--- src/core/mfc_pkg.sv ---
// Constants for the controller-mode frame sync clock configuration
`default_nettype none

package mfc_pkg;

	// ****************************************************************
	// Register offsets
	// ****************************************************************
	localparam logic [7:0] MFC_ADDR_ROLE    = 8'h37;
	localparam logic [7:0] MFC_ADDR_PRI_HI  = 8'h38;
	localparam logic [7:0] MFC_ADDR_PRI_LO  = 8'h39;
	localparam logic [7:0] MFC_ADDR_SEC_HI  = 8'h3A;
	localparam logic [7:0] MFC_ADDR_SEC_LO  = 8'h3B;

	// ****************************************************************
	// Field positions and reset values
	// ****************************************************************
	localparam int         MFC_FREQ_LSB     = 5;
	localparam int         MFC_PRI_ROLE_BIT = 4;
	localparam int         MFC_SEC_ROLE_BIT = 3;
	localparam int         MFC_FAMILY_BIT   = 0;
	localparam int         MFC_USE_INT_BIT  = 7;
	localparam int         MFC_INVERT_BIT   = 6;
	localparam logic [7:0] MFC_ROLE_WMASK   = 8'hF9;
	localparam logic [7:0] MFC_ROLE_RESET   = 8'h20;
	localparam logic [7:0] MFC_RATIO_RESET  = 8'h00;
	localparam int         MFC_RATIO_W      = 14;

	// ****************************************************************
	// Clock source code and reference frequencies in kHz
	// ****************************************************************
	localparam logic [2:0] MFC_SRC_FIXED_REF = 3'h4;
	localparam int         MFC_KHZ_W         = 15;
	localparam logic [7:0][MFC_KHZ_W-1:0] MFC_REF_KHZ = {
		15'h6000, 15'h5DC0, 15'h4CE0, 15'h4B00,
		15'h3E80, 15'h32C8, 15'h3000, 15'h2EE0};

	// ****************************************************************
	// Internal bit clock half periods in system clocks, per family
	// ****************************************************************
	localparam int         MFC_DIV_W        = 8;
	localparam logic [7:0] MFC_HALF_48K     = 8'h04;
	localparam logic [7:0] MFC_HALF_44K     = 8'h05;
	localparam int         MFC_SYNC_STAGES  = 3;

endpackage

`default_nettype wire

--- src/core/mfc_gen_if.sv ---
// Link between the configuration core and one frame sync generator
`default_nettype none

interface mfc_gen_if;
	import mfc_pkg::*;
	logic                   enable;
	logic                   clk_level;
	logic                   invert;
	logic [MFC_RATIO_W-1:0] ratio;
	logic                   fsync;
	logic                   frame;

	modport cfg (output enable, output clk_level, output invert,
		output ratio, input fsync, input frame);
	modport gen (input enable, input clk_level, input invert,
		input ratio, output fsync, output frame);
endinterface

`default_nettype wire

--- src/core/mfc_fsync_gen.sv ---
// Frame sync generator counting edges of one selected bit clock
`default_nettype none

module mfc_fsync_gen
	import mfc_pkg::*;
(
	// Clock and reset
	input  wire logic i_clock,
	input  wire logic i_srst,
	// Configuration and result
	mfc_gen_if.gen    gen_port
);

	typedef struct packed {
		logic                   prev;
		logic [MFC_RATIO_W-1:0] count;
		logic                   fsync;
		logic                   frame;
	} mfc_gen_state_t;

	mfc_gen_state_t state;
	mfc_gen_state_t next_state;

	// ****************************************************************
	// Edge counting
	// ****************************************************************
	always_comb
	begin
		logic lvl;
		lvl = gen_port.clk_level ^ gen_port.invert;
		next_state = state;
		next_state.prev = lvl;
		next_state.frame = 1'b0;
		if (!gen_port.enable || gen_port.ratio == '0)
		begin
			next_state.count = '0;
			next_state.fsync = 1'b0;
		end
		else if (lvl && !state.prev)
		begin
			// One frame per ratio edges of the bit clock
			if (state.count >= gen_port.ratio - 14'h0001)
			begin
				next_state.count = '0;
				next_state.fsync = 1'b1;
				next_state.frame = 1'b1;
			end
			else
			begin
				next_state.count = state.count + 14'h0001;
				next_state.fsync = 1'b0;
			end
		end
	end

	always_ff @(posedge i_clock)
	begin
		if (i_srst)
			state <= '0;
		else
			state <= next_state;
	end

	assign gen_port.fsync = state.fsync;
	assign gen_port.frame = state.frame;

endmodule

`default_nettype wire

--- src/core/mfc_clock_cfg.sv ---
// Controller-mode clock, role and frame sync configuration
// Overview of operation
// - Three-bit reference clock frequency select, reset one
// - Bit four makes primary port controller
// - Bit three makes secondary port controller
// - Bit zero picks 48k or 44.1k family
// - Primary sync uses internal or external bitclock
// - Primary bitclock inversion only for sync generation
// - Primary fourteen-bit ratio across two registers
// - Secondary sync uses internal or external bitclock
// - Secondary bitclock inversion only for sync generation
// - Secondary ratio upper six bits in high register
// - Secondary ratio low byte in next register
// - Source code four selects fixed reference clock when either port is controller
`default_nettype none

module mfc_clock_cfg
	import mfc_pkg::*;
#(
	parameter logic [MFC_DIV_W-1:0] HALF_48K = MFC_HALF_48K,
	parameter logic [MFC_DIV_W-1:0] HALF_44K = MFC_HALF_44K
)
(
	// Clock and reset
	input  wire logic       i_clock,
	input  wire logic       i_srst,
	// Register port
	input  wire logic       i_reg_wr,
	input  wire logic [7:0] i_reg_addr,
	input  wire logic [7:0] i_reg_wdata,
	output logic      [7:0] o_reg_rdata,
	// Clock source selection from the neighbouring clock block
	input  wire logic [2:0] i_input_clock_source_select,
	output logic            o_fixed_ref_clock_source,
	output logic      [2:0] o_ref_clock_freq_select,
	output logic [MFC_KHZ_W-1:0] o_ref_clock_khz,
	output logic            o_rate_family_select,
	// Primary port pins
	input  wire logic       i_primary_port_bclk,
	input  wire logic       i_primary_port_fsync,
	output logic            o_primary_port_bclk,
	output logic            o_primary_port_bclk_oe_n,
	output logic            o_primary_port_fsync,
	output logic            o_primary_port_fsync_oe_n,
	output logic            o_primary_port_frame,
	// Secondary port pins
	input  wire logic       i_secondary_port_bclk,
	input  wire logic       i_secondary_port_fsync,
	output logic            o_secondary_port_bclk,
	output logic            o_secondary_port_bclk_oe_n,
	output logic            o_secondary_port_fsync,
	output logic            o_secondary_port_fsync_oe_n,
	output logic            o_secondary_port_frame
);

	typedef struct packed {
		logic [3:0][MFC_SYNC_STAGES-1:0] sync;
		logic [3:0]                      lvl;
		logic [1:0]                      fs_prev;
		logic [7:0]                      role_reg;
		logic [1:0][7:0]                 hi_reg;
		logic [1:0][7:0]                 lo_reg;
		logic [1:0]                      hi_written;
		logic [1:0]                      lo_written;
		logic [1:0][MFC_RATIO_W-1:0]     ratio;
		logic [MFC_DIV_W-1:0]            div;
		logic                            int_bclk;
		logic [7:0]                      rdata;
		logic [1:0]                      bclk_out;
		logic [1:0]                      bclk_oe_n;
		logic [1:0]                      fsync_out;
		logic [1:0]                      fsync_oe_n;
		logic [1:0]                      frame;
		logic                            fixed_ref;
		logic [MFC_KHZ_W-1:0]            ref_khz;
	} mfc_state_t;

	mfc_state_t state;
	mfc_state_t next_state;

	mfc_gen_if pri_link ();
	mfc_gen_if sec_link ();

	logic [3:0] pins;
	logic [1:0] ctrl;
	assign pins = {i_secondary_port_fsync, i_secondary_port_bclk,
		i_primary_port_fsync, i_primary_port_bclk};
	assign ctrl = {state.role_reg[MFC_SEC_ROLE_BIT],
		state.role_reg[MFC_PRI_ROLE_BIT]};

	// ****************************************************************
	// Generator configuration
	// ****************************************************************
	assign pri_link.enable    = ctrl[0];
	assign pri_link.clk_level = state.hi_reg[0][MFC_USE_INT_BIT] ?
		state.int_bclk : state.lvl[0];
	assign pri_link.invert    = state.hi_reg[0][MFC_INVERT_BIT];
	assign pri_link.ratio     = state.ratio[0];
	assign sec_link.enable    = ctrl[1];
	assign sec_link.clk_level = state.hi_reg[1][MFC_USE_INT_BIT] ?
		state.int_bclk : state.lvl[2];
	assign sec_link.invert    = state.hi_reg[1][MFC_INVERT_BIT];
	assign sec_link.ratio     = state.ratio[1];

	mfc_fsync_gen u_pri_gen (
		.i_clock  (i_clock),
		.i_srst   (i_srst),
		.gen_port (pri_link.gen)
	);

	mfc_fsync_gen u_sec_gen (
		.i_clock  (i_clock),
		.i_srst   (i_srst),
		.gen_port (sec_link.gen)
	);

	// ****************************************************************
	// Next state
	// ****************************************************************
	always_comb
	begin
		logic [MFC_DIV_W-1:0] half;
		logic [1:0]           gen_fs;
		logic [1:0]           gen_frame;
		logic [1:0]           ext_rise;
		half = HALF_48K;
		gen_fs = {sec_link.fsync, pri_link.fsync};
		gen_frame = {sec_link.frame, pri_link.frame};
		ext_rise = '0;
		next_state = state;

		// Pin synchronisers: a change counts once stages two and three agree
		for (int p = 0; p < 4; p++)
		begin
			next_state.sync[p] = {state.sync[p][1:0], pins[p]};
			if (state.sync[p][1] == state.sync[p][2])
				next_state.lvl[p] = state.sync[p][2];
		end
		next_state.fs_prev = {state.lvl[3], state.lvl[1]};
		ext_rise[0] = state.lvl[1] && !state.fs_prev[0];
		ext_rise[1] = state.lvl[3] && !state.fs_prev[1];

		// Internal bit clock, rate chosen by family
		if (state.role_reg[MFC_FAMILY_BIT])
			half = HALF_44K;
		if (state.div >= half - 8'h01)
		begin
			next_state.div = '0;
			next_state.int_bclk = !state.int_bclk;
		end
		else
			next_state.div = state.div + 8'h01;

		// Register writes
		if (i_reg_wr)
		begin
			unique case (i_reg_addr)
				MFC_ADDR_ROLE:
					next_state.role_reg = i_reg_wdata & MFC_ROLE_WMASK;
				MFC_ADDR_PRI_HI:
				begin
					next_state.hi_reg[0] = i_reg_wdata;
					next_state.hi_written[0] = 1'b1;
				end
				MFC_ADDR_PRI_LO:
				begin
					next_state.lo_reg[0] = i_reg_wdata;
					next_state.lo_written[0] = 1'b1;
				end
				MFC_ADDR_SEC_HI:
				begin
					next_state.hi_reg[1] = i_reg_wdata;
					next_state.hi_written[1] = 1'b1;
				end
				MFC_ADDR_SEC_LO:
				begin
					next_state.lo_reg[1] = i_reg_wdata;
					next_state.lo_written[1] = 1'b1;
				end
				default:
				begin
				end
			endcase
		end

		// Ratio commits once both halves have been written
		for (int q = 0; q < 2; q++)
		begin
			if (next_state.hi_written[q] && next_state.lo_written[q])
			begin
				next_state.ratio[q] = {next_state.hi_reg[q][5:0],
					next_state.lo_reg[q]};
				next_state.hi_written[q] = 1'b0;
				next_state.lo_written[q] = 1'b0;
			end
		end

		// Read data
		unique case (i_reg_addr)
			MFC_ADDR_ROLE:   next_state.rdata = state.role_reg;
			MFC_ADDR_PRI_HI: next_state.rdata = state.hi_reg[0];
			MFC_ADDR_PRI_LO: next_state.rdata = state.lo_reg[0];
			MFC_ADDR_SEC_HI: next_state.rdata = state.hi_reg[1];
			MFC_ADDR_SEC_LO: next_state.rdata = state.lo_reg[1];
			default:         next_state.rdata = 8'h00;
		endcase

		// Pin drive per port role
		for (int q = 0; q < 2; q++)
		begin
			if (ctrl[q])
			begin
				next_state.bclk_oe_n[q] = !state.hi_reg[q][MFC_USE_INT_BIT];
				next_state.bclk_out[q] = state.int_bclk;
				next_state.fsync_oe_n[q] = 1'b0;
				next_state.fsync_out[q] = gen_fs[q];
				next_state.frame[q] = gen_frame[q];
			end
			else
			begin
				next_state.bclk_oe_n[q] = 1'b1;
				next_state.bclk_out[q] = 1'b0;
				next_state.fsync_oe_n[q] = 1'b1;
				next_state.fsync_out[q] = 1'b0;
				next_state.frame[q] = ext_rise[q];
			end
		end

		// Reference clock reporting
		next_state.ref_khz = MFC_REF_KHZ[state.role_reg[7:MFC_FREQ_LSB]];
		next_state.fixed_ref = (i_input_clock_source_select ==
			MFC_SRC_FIXED_REF) && (ctrl != 2'b00);
	end

	always_ff @(posedge i_clock)
	begin
		if (i_srst)
		begin
			state <= '0;
			state.role_reg <= MFC_ROLE_RESET;
			state.hi_reg <= {MFC_RATIO_RESET, MFC_RATIO_RESET};
			state.lo_reg <= {MFC_RATIO_RESET, MFC_RATIO_RESET};
			state.bclk_oe_n <= 2'b11;
			state.fsync_oe_n <= 2'b11;
			state.ref_khz <= MFC_REF_KHZ[1];
		end
		else
			state <= next_state;
	end

	// ****************************************************************
	// Outputs
	// ****************************************************************
	assign o_reg_rdata                 = state.rdata;
	assign o_fixed_ref_clock_source    = state.fixed_ref;
	assign o_ref_clock_freq_select     = state.role_reg[7:MFC_FREQ_LSB];
	assign o_ref_clock_khz             = state.ref_khz;
	assign o_rate_family_select        = state.role_reg[MFC_FAMILY_BIT];
	assign o_primary_port_bclk         = state.bclk_out[0];
	assign o_primary_port_bclk_oe_n    = state.bclk_oe_n[0];
	assign o_primary_port_fsync        = state.fsync_out[0];
	assign o_primary_port_fsync_oe_n   = state.fsync_oe_n[0];
	assign o_primary_port_frame        = state.frame[0];
	assign o_secondary_port_bclk       = state.bclk_out[1];
	assign o_secondary_port_bclk_oe_n  = state.bclk_oe_n[1];
	assign o_secondary_port_fsync      = state.fsync_out[1];
	assign o_secondary_port_fsync_oe_n = state.fsync_oe_n[1];
	assign o_secondary_port_frame      = state.frame[1];

endmodule

`default_nettype wire

--- config.mk ---
export PLATFORM = sky130hd
export DESIGN_NAME = mfc_clock_cfg
export DESIGN_NICKNAME = d
export VERILOG_FILES = /design/src/core/mfc_pkg.sv /design/src/core/mfc_gen_if.sv /design/src/core/mfc_fsync_gen.sv /design/src/core/mfc_clock_cfg.sv
export SDC_FILE = /design/constraint.sdc
export NUM_CORES = 1
export LEC_CHECK = 0
export BUFFER_PORTS_ARGS = -buffer_cell sky130_fd_sc_hd__clkbuf_2
export CAP_MARGIN = 25
export CORE_UTILIZATION = 60
export DETAILED_ROUTE_END_ITERATION = 8
export GPL_ROUTABILITY_DRIVEN = 0
export PLACE_DENSITY = 0.8
export SYNTH_ARGS = -nofsm -noshare
export SYNTH_HDL_FRONTEND = slang
export SYNTH_HIERARCHICAL = 1
export SYNTH_SLANG_ARGS = --single-unit
--- constraint.sdc ---
create_clock -name i_clock -period 5.02 [get_ports i_clock]
set_input_delay 0.502 -clock i_clock [delete_from_list [all_inputs] [get_ports i_clock]]
set_output_delay 0.502 -clock i_clock [all_outputs]
set_load 0.05 [all_outputs]
==> flow_summary.ini, run 1 <==
[routing]
routed_via_density = 5.772
vias = 6309
drtPass1Iterations = 5
drc = 0
drt-total-wl_um = 17200
drt_iter0_markers = 499
ant_nets = 0
wl_per_cell_um = 15.73

[critical_path]
r2r_start = sec_link.ratio[5]$_SDFFE_PP0P_
critPathBufInv = 1
criticalPathCategory = reg2reg
critical-path-max-stage-delay_ns = 0.58
crit_family = simple AND/OR/NAND/NOR gates
path_cells = or4_4 > nor3_1 > or3b_2 > xor2_1 > ha_1 > nand4_1 > nor2_1 > o311ai_0 > a21oi_1 > buf_4 > and2_1
startpoint_type = flop
r2r_slack_ns = 1.33
slowest_stage = or4_4
cp.arrival_ns = 4.07
crit_path_end_kind = flop
required_ns = 5.40
crit_path_max_fanout = 8
r2r_cells = 11
critPathLaunch = sec_link.ratio[5]$_SDFFE_PP0P_
rr_endpoint = u_sec_gen/gen_port.frame$_SDFF_PP0_

[placement]
io_buffers = 59
pre_cts_ws_ns = 1.220
dpl_cell_area_um2 = 8090
hpwl_um = 11890

[cts]
insertion_delay_ns = 0.43
cts_resized = 0
hold_buffers = 0
cts_root_buf = clkbuf_16
clkTransAtPathRegs_ns = 0.06
cts_tree = built
clock_sinks = 161
post_cts_buffers = 0
cts_buffer_depth = 2
cts-htree-levels = 4
cts_buffers = 17

[synthesis]
yosys-top-cells-area = dfxtp_1, ha_1, nand2_1
synthArstFlopShare_pct = 0
synth_cell_types = 64
syn-cell-area_um2 = 7918
synth_ff_type = dfxtp_1
yosysTopAreaCell = dfxtp_1
ys_ff_latch = 161
netlist_instances = 886
ys_seq_area_share_pct = 40.71
synth_top_cell_area_share_pct = 40.71
yosysWarnings = 6
synth_edf_count = 0
syn_area_per_cell_um2 = 8.936

[floorplanning]
die_area_um2 = 13660
start_util_pct = 62.23
num_rows = 41
die_y_um = 116.9
io_pins = 64
core_um2 = 12720
die_w_um = 116.9

[sta]
period_share_pct = 73.60
tns_ns = 0
fin_skew_ns = 0.005332
fmax_mhz = 270.7
drv_slew = 0
fin_crit_ns = 3.695
hold_ws_ns = 0.2734
relSlewSlack_pct = 33.02
rsz0062_at_grt = false
final-setup-viol-count = 0
hold_viol_final = 0
worstMarginPinSlew_ns = 1.005
finalWorstSetupSlack_ns = 1.325

[status]
status = complete, no violations

[cells_and_area]
diodes = 0
drive_gt1_share_pct = 15.42
nNetsFinal = 978
final_cell_area_um2 = 8652
num-fill-cells = 1030
area.growth.synth_to_final_pct = 9.276

[global_routing]
antenna_found_initial = 0
overflow = 0
grtUsageTotal_pct = 26.67
grt_pass1_wl_um = 27920
grt_pass1_vias = 5702
grt_max_degree = 102

[worst_hold_path]
holdPathEnd = next_state[131]$_SDFF_PP0_
min_path_cells = 2
holdCritStartpoint = i_secondary_port_fsync
min_path_type = in2reg

[power]
power_density_nw_per_um2 = 299.2
vdd_drop_max_v = 0.0003448
fin_total_pwr_w = 0.002589
p_leak_nw = 3.410

[job]
drv_cap = 0
## layout make-up
cell class              instances  area [µm²]  share of cell area [%]
multi-input cells             638        4223                   48.81
flip-flops and latches        161        3223                   37.25
clock buffers                  17       425.4                   4.917
repair buffers                 63       327.8                   3.789
well taps                     172       215.2                   2.487
clock inverters                13       128.9                   1.490
inverters                      29       108.9                   1.258
## sequential cells by signal, summed over array words and instances (netlist names), 2 cells and up
signal,count
state,51
u_pri_gen/state,15
u_sec_gen/state,15
pri_link.ratio,14
sec_link.ratio,14
o_ref_clock_khz,11
next_state,10
o_reg_rdata,8
o_ref_clock_freq_select,3
ctrl,2
## how the worst max path moves through the flow
stage / end / slack, ns / depth (start not counted)
3_5_place_dp: u_sec_gen/state[13]$_SDFFE_PP0P_ / 1.22 / 10
5_1_grt: u_sec_gen/gen_port.frame$_SDFF_PP0_ / 1.05 / 11
2_1_floorplan: u_sec_gen/state[12]$_SDFFE_PP0P_ / 1.82 / 11
4_1_cts: u_sec_gen/gen_port.frame$_SDFF_PP0_ / 1.18 / 10
3_3_place_gp: u_sec_gen/gen_port.frame$_SDFF_PP0_ / 1.33 / 10
6_report: u_sec_gen/gen_port.frame$_SDFF_PP0_ / 1.33 / 11
## cell usage after synthesis, types with 3 or more instances
cell type / count
a2bb2oi_1: 7
buf_6: 5
xor2_1: 16
mux2i_1: 23
o221a_1: 6
nand4_1: 11
o221a_2: 14
nand3_1: 23
nor3b_1: 16
nor3b_2: 4
and3_1: 4
or3_1: 3
a22oi_1: 6
buf_2: 11
a211oi_1: 5
a21o_1: 4
nand2_1: 102
nor2b_1: 21
ha_1: 42
nor3_2: 3
nand2b_1: 7
buf_4: 28
o21ai_0: 30
and2_1: 8
dfxtp_1: 161
a21oi_1: 63
nor3_1: 24
nor4_1: 13
clkbuf_1: 19
nor4b_1: 6
xnor2_1: 35
nor2_1: 94
inv_1: 29
## worst reg2reg max path, stage by stage, from the launching register on
cell and delay [ns]:
dfxtp_1 0.35, or4_4 0.58, nor3_1 0.25, or3b_2 0.48, xor2_1 0.16, ha_1 0.30, nand4_1 0.14, nor2_1 0.18
o311ai_0 0.21, a21oi_1 0.58, buf_4 0.28, and2_1 0.14
## layout by cell type (no fill, tap or decap), drive strengths merged, types with 7 or more instances in the layout
cell type,instances
xnor2,36
nand4,11
and2,8
nand2,104
nor4,15
nor2,94
nand3,23
mux2i,23
xor2,16
nor3b,20
clkbuf,75
a2bb2oi,7
conb,8
a21oi,64
nor3,27
dfxtp,161
nand2b,7
nor2b,21
o21ai,32
inv,33
ha,42
o221a,20
## report_power, final
part	switching (W)	total (W)	internal, W
logic	0.0000566	0.0000779	0.0000213
clock network	0.000538	0.00122	0.000684
registers	0.00000413	0.00129	0.00128
## stage by stage
stage | cells | util, %
6_report | 1093 | 68.01
5_1_grt | 1093 | 68.01
4_1_cts | 1092 | 67.95
3_5_place_dp | 1062 | 63.59
3_3_place_gp | 1062 | 63.59
2_1_floorplan | 893 | -
## layer usage
metal | track usage [%] | vias up | routed length (µm)
met1 | 37.14 | 2957 | 8128
li1 | - | 3102 | -
met2 | 39.61 | 228 | 7501
met3 | 7.930 | 22 | 1346
met4 | 8.608 | 0 | 223
met5 | 0 | - | 0
## cells by family (layout without fill, tap and decap cells)
kind of cell | Yosys count | count (layout) | synth area share [%]
xor gates and xnor gates | 52 | 52 | 5.847
AOI/OAI and AO/OA | 150 | 150 | 12.90
buffers and inverters | 94 | 122 | 6.432
other | 1 | 8 | 0.04736
muxes | 27 | 27 | 3.761
DFF | 161 | 161 | 40.71
and+or+nand+nor | 359 | 359 | 23.67
adders and majority gates | 42 | 42 | 6.637
Power figures use the tool's default switching activity.
==> inputs of run 2 (changes only) <==
==> constraint.sdc (replaced) <==
create_clock -name i_clock -period 3.6 [get_ports i_clock]
set_input_delay 0.36 -clock i_clock [delete_from_list [all_inputs] [get_ports i_clock]]
set_output_delay 0.36 -clock i_clock [all_outputs]
set_load 0.05 [all_outputs]
==> flow_summary.ini, run 2 (synthesis gave the netlist of run 1 again) <==
[cts]
clkTransAtPathRegs_ns = 0.07
hold_buffers = 0
post_cts_buffers = 0
cts_resized = 0
cts_tree = built
cts-htree-levels = 4
insertion_delay_ns = 0.43
cts_root_buf = clkbuf_16
cts_buffer_depth = 2
clock_sinks = 161
cts_buffers = 17

[floorplanning]
die_y_um = 116.9
num_rows = 41
die_w_um = 116.9
io_pins = 64
core_um2 = 12720
start_util_pct = 62.23
die_area_um2 = 13660

[sta]
final-setup-viol-count = 0
hold_viol_final = 0
fmax_mhz = 302.5
rsz0062_at_grt = false
relSlewSlack_pct = 33.87
fin_skew_ns = 0.007278
worstMarginPinSlew_ns = 0.9829
period_share_pct = 91.84
fin_crit_ns = 3.306
drv_slew = 0
tns_ns = 0

[routing]
drt-total-wl_um = 17740
routed_via_density = 5.809
drc = 0
ant_nets = 0
wl_per_cell_um = 16.19
vias = 6367
drt_iter0_markers = 581
drtPass1Iterations = 5

[critical_path]
cp.arrival_ns = 3.66
rr_endpoint = u_sec_gen/state[15]$_SDFFE_PP0P_
criticalPathCategory = reg2reg
r2r_slack_ns = 0.29
crit_path_max_fanout = 14
r2r_start = sec_link.ratio[5]$_SDFFE_PP0P_
crit_path_end_kind = flop
slowest_stage = or4_4
r2r_cells = 11
cp.depth = 11
required_ns = 3.95
critPathBufInv = 1
critical-path-max-stage-delay_ns = 0.58
crit_family = simple AND/OR/NAND/NOR gates
startpoint_type = flop
path_cells = or4_4 > nor3_1 > or3b_2 > xor2_1 > ha_1 > a21oi_1 > nor2_1 > a211oi_1 > a21oi_1 > buf_4 > nor3b_1
path_common_cell = a21oi_1

[cells_and_area]
diodes = 0
regMostFlops = state
reg_top3 = state x51, u_pri_gen/state x15, u_sec_gen/state x15
largest_reg_flops = 51
final_common_cell = dfxtp_1
final_cell_area_um2 = 8687
final_cell_mix = dfxtp_1, nand2_1, nor2_1
area.growth.synth_to_final_pct = 9.719
nNetsFinal = 979
num-fill-cells = 1060
drive_gt1_share_pct = 15.69

[placement]
dpl_cell_area_um2 = 8105
io_buffers = 59
hpwl_um = 12340

[worst_hold_path]
holdCritStartpoint = i_input_clock_source_select[2]
min_path_type = in2reg
holdPathEnd = o_fixed_ref_clock_source$_SDFF_PP0_
min_path_cells = 3

[power]
vdd_drop_max_v = 0.0004031
p_sw_w = 0.0008661
p_leak_nw = 3.430
sw_frac_of_total_pct = 23.54
pwr-share-clk_pct = 48.2
power_density_nw_per_um2 = 423.4
seq_power_share_pct = 48.8
pwr-share-comb_pct = 3.0
intPower_w = 0.002812

[global_routing]
grtUsageTotal_pct = 27.53
antenna_found_initial = 0
grt_max_degree = 80
grt_pass1_vias = 5885
grt_pass1_wl_um = 28790
overflow = 0

[job]
drv_cap = 0

[status]
status = complete, no violations
run 2: changes by cell type in the layout (fill, tap and decap cells not counted), sizes merged:
| cell | previous run | this run |
|---|---|---|
| clkinv | 6 | 4 |
| buf | 5 | 6 |
| clkbuf | 75 | 76 |
| inv | 33 | 36 |
run 2: worst max-delay path by stage:
stage	startpoint	to
after global routing	sec_link.ratio[5]$_SDFFE_PP0P_	u_sec_gen/gen_port.frame$_SDFF_PP0_
after detailed placement	sec_link.ratio[5]$_SDFFE_PP0P_	u_sec_gen/state[11]$_SDFFE_PP0P_
final	sec_link.ratio[5]$_SDFFE_PP0P_	u_sec_gen/state[15]$_SDFFE_PP0P_
after CTS	sec_link.ratio[5]$_SDFFE_PP0P_	u_sec_gen/state[12]$_SDFFE_PP0P_
after floorplan	sec_link.ratio[5]$_SDFFE_PP0P_	u_sec_gen/state[12]$_SDFFE_PP0P_
after global placement	sec_link.ratio[5]$_SDFFE_PP0P_	u_sec_gen/state[3]$_SDFFE_PP0P_
run 2: power by group through the flow:
stage / sequential (W) / combinational (W) / clock (W)
6_report: 0.00180 / 0.000111 / 0.00177
5_1_grt: 0.00180 / 0.000118 / 0.00187
4_1_cts: 0.00180 / 0.000108 / 0.00179
3_5_place_dp: 0.00184 / 0.000107 / 0
3_3_place_gp: 0.00184 / 0.000106 / 0
2_1_floorplan: 0.00183 / 0.0000764 / 0
run 2: area by class of cell:
cell class,instances,area (µm²),share of cell area [%]
Sequential cell,161,3223,37.10
Multi-Input combinational cell,638,4223,48.61
Timing Repair Buffer,64,335.3,3.860
Clock buffer,18,439.2,5.055
Tap cell,172,215.2,2.477
Inverter,29,108.9,1.253
Clock inverter,14,142.6,1.642
run 2: metal layers:
layer / up-vias / global-route usage (%) / part of all wire [%]
met2: 227 / 41.70 / 44
met3: 27 / 6.797 / 6.8
li1: 3106 / - / -
met5: - / 0 / 0
met4: 0 / 10.21 / 1.8
met1: 3007 / 38.06 / 48
run 2: per-stage QoR:
stage / total power (W) / util (%) / hold slack (ns) / cells / setup slack [ns]
finish: 0.003679 / 68.28 / 0.1246 / 1096 / 0.2938
global route: 0.003785 / 68.28 / 0.1259 / 1096 / 0.06072
CTS: 0.003693 / 68.28 / 0.1166 / 1096 / 0.3124
detailed placement: 0.001944 / 63.71 / 0.4054 / 1064 / 0.3385
global placement: 0.001942 / 63.71 / 0.4040 / 1064 / 0.4967
floorplan: 0.001911 / - / 0.3874 / 893 / 0.4036
run 2: worst register-to-register path: stages (launching register included):
cell and delay, ns:
dfxtp_1 0.36, or4_4 0.58, nor3_1 0.24, or3b_2 0.49, xor2_1 0.16, ha_1 0.30, a21oi_1 0.18, nor2_1 0.07
a211oi_1 0.34, a21oi_1 0.11, buf_4 0.21, nor3b_1 0.19
==> inputs of run 3 (changes only) <==
--- a/config.mk
+++ b/config.mk
@@ -5,12 +5,12 @@
 export SDC_FILE = /design/constraint.sdc
 export NUM_CORES = 1
 export LEC_CHECK = 0
-export BUFFER_PORTS_ARGS = -buffer_cell sky130_fd_sc_hd__clkbuf_2
 export CAP_MARGIN = 25
 export CORE_UTILIZATION = 60
 export DETAILED_ROUTE_END_ITERATION = 8
+export DONT_BUFFER_PORTS = 1
 export GPL_ROUTABILITY_DRIVEN = 0
-export PLACE_DENSITY = 0.8
+export PLACE_DENSITY = 0.76
 export SYNTH_ARGS = -nofsm -noshare
 export SYNTH_HDL_FRONTEND = slang
 export SYNTH_HIERARCHICAL = 1
==> flow_summary.ini, run 3 (synthesis gave the netlist of run 1 again) <==
[cells_and_area]
largest_reg_flops = 51
final_cell_area_um2 = 8443
final_common_cell = dfxtp_1
regMostFlops = state
num-fill-cells = 1054
drive_gt1_share_pct = 9.793
final_cell_mix = dfxtp_1, nand2_1, nor2_1
nNetsFinal = 924
diodes = 0
utilization_pct = 66.37
area.growth.synth_to_final_pct = 6.637
reg_top3 = state x51, u_pri_gen/state x15, u_sec_gen/state x15

[power]
fin_total_pwr_w = 0.003665
vdd_drop_max_v = 0.0003831
intPower_w = 0.002806
pwr-share-comb_pct = 1.8
p_leak_nw = 3.211
sw_frac_of_total_pct = 23.43
p_sw_w = 0.0008588
pwr-share-clk_pct = 49.2
power_density_nw_per_um2 = 434.0
seq_power_share_pct = 49.0

[global_routing]
grt_max_degree = 64
grt_pass1_vias = 5947
grtUsageTotal_pct = 28.45
antenna_found_initial = 0
overflow = 0
grt_pass1_wl_um = 29700

[critical_path]
criticalPathCategory = reg2reg
crit_path_max_fanout = 14
cp.arrival_ns = 3.63
path_common_cell = a21oi_1
required_ns = 3.94
critical-path-max-stage-delay_ns = 0.57
slowest_stage = or4_4
crit_family = simple AND/OR/NAND/NOR gates
crit_path_end_kind = flop
critPathBufInv = 1
path_cells = or4_4 > or4b_4 > nor3_1 > xnor2_1 > ha_1 > a21oi_1 > o21ai_0 > a211oi_1 > a21oi_1 > buf_4 > nor3b_1
startpoint_type = flop

[cts]
post_cts_buffers = 0
clock_sinks = 161
hold_buffers = 3
cts-htree-levels = 4
cts_root_buf = clkbuf_16
clkTransAtPathRegs_ns = 0.07
cts_tree = built
cts_buffer_depth = 2
cts_resized = 0
insertion_delay_ns = 0.43
cts_buffers = 17

[routing]
drc = 0
drtPass1Iterations = 5
ant_nets = 0
vias = 6278
routed_via_density = 6.037
drt-total-wl_um = 18360
drt_iter0_markers = 571
wl_per_cell_um = 17.65

[placement]
hpwl_um = 12660
dpl_cell_area_um2 = 7802
io_buffers = 0
pre_cts_ws_ns = 0.3462

[sta]
fin_crit_ns = 3.286
drv_slew = 0
period_share_pct = 91.29
worstMarginPinSlew_ns = 0.9673
final-setup-viol-count = 0
fin_skew_ns = 0.007898
tns_ns = 0
hold_viol_final = 0
finalWorstSetupSlack_ns = 0.3136
rsz0062_at_grt = false
fmax_mhz = 304.3
relSlewSlack_pct = 34.92

[floorplanning]
start_util_pct = 62.23
num_rows = 41
io_pins = 64
die_y_um = 116.9
die_area_um2 = 13660
core_um2 = 12720
die_w_um = 116.9

[status]
status = complete, no violations

[job]
drv_cap = 0

[worst_hold_path]
min_path_type = in2reg
[run 3: changes by cell type in the layout (fill, tap and decap cells not counted), moves of 2 or more]
cell | before | now
clkbuf_2 | 58 | 0
inv_8 | 2 | 7
clkinv_4 | 3 | 0
dlygate4sd3_1 | 0 | 3
clkinvlp_4 | 2 | 0
[run 3: power by group through the flow]
stage | registers (W) | logic (W) | clock network, W
floorplan | 0.00183 | 0.0000764 | 0
global placement | 0.00184 | 0.0000480 | 0
detailed placement | 0.00184 | 0.0000492 | 0
CTS | 0.00180 | 0.0000608 | 0.00183
global route | 0.00180 | 0.0000706 | 0.00190
finish | 0.00180 | 0.0000650 | 0.00180
[run 3: final timing paths]
path                                       start                               end  slack, ns  cells past startpoint
hold / removal                            i_srst              state[87]$_SDFF_PP0_       0.02                      1
hold reg to reg       next_state[128]$_SDFF_PP0_        next_state[129]$_SDFF_PP0_       0.44                      1
setup reg to reg  sec_link.ratio[5]$_SDFFE_PP0P_  u_sec_gen/state[13]$_SDFFE_PP0P_       0.31                     11
setup / recovery  sec_link.ratio[5]$_SDFFE_PP0P_  u_sec_gen/state[13]$_SDFFE_PP0P_       0.31                     11
[run 3: per-stage QoR]
step / std cells / hold WS [ns]
final: 1040 / 0.01985
after global routing: 1040 / 0.003615
after CTS: 1039 / 0.004584
after detailed placement: 1005 / 0.4237
after global placement: 1005 / 0.4197
after floorplan: 893 / 0.3874
[run 3: cell type report]
class                   count  area (µm²)  area share, %
multi-input cells         638        4218          49.96
inverters                  29       108.9          1.289
flip-flops and latches    161        3223          38.17
well taps                 172       215.2          2.549
clock buffers              17       425.4          5.039
clock inverters            14       157.7          1.867
repair buffers              9       95.09          1.126
[run 3: routing by layer]
metal | vias up | GRT usage, % | routed length [µm]
met5 | - | 0 | 0
met4 | 0 | 11.22 | 405
met3 | 37 | 7.209 | 1125
met2 | 215 | 47.50 | 9049
met1 | 3030 | 35.31 | 7778
li1 | 2996 | - | -
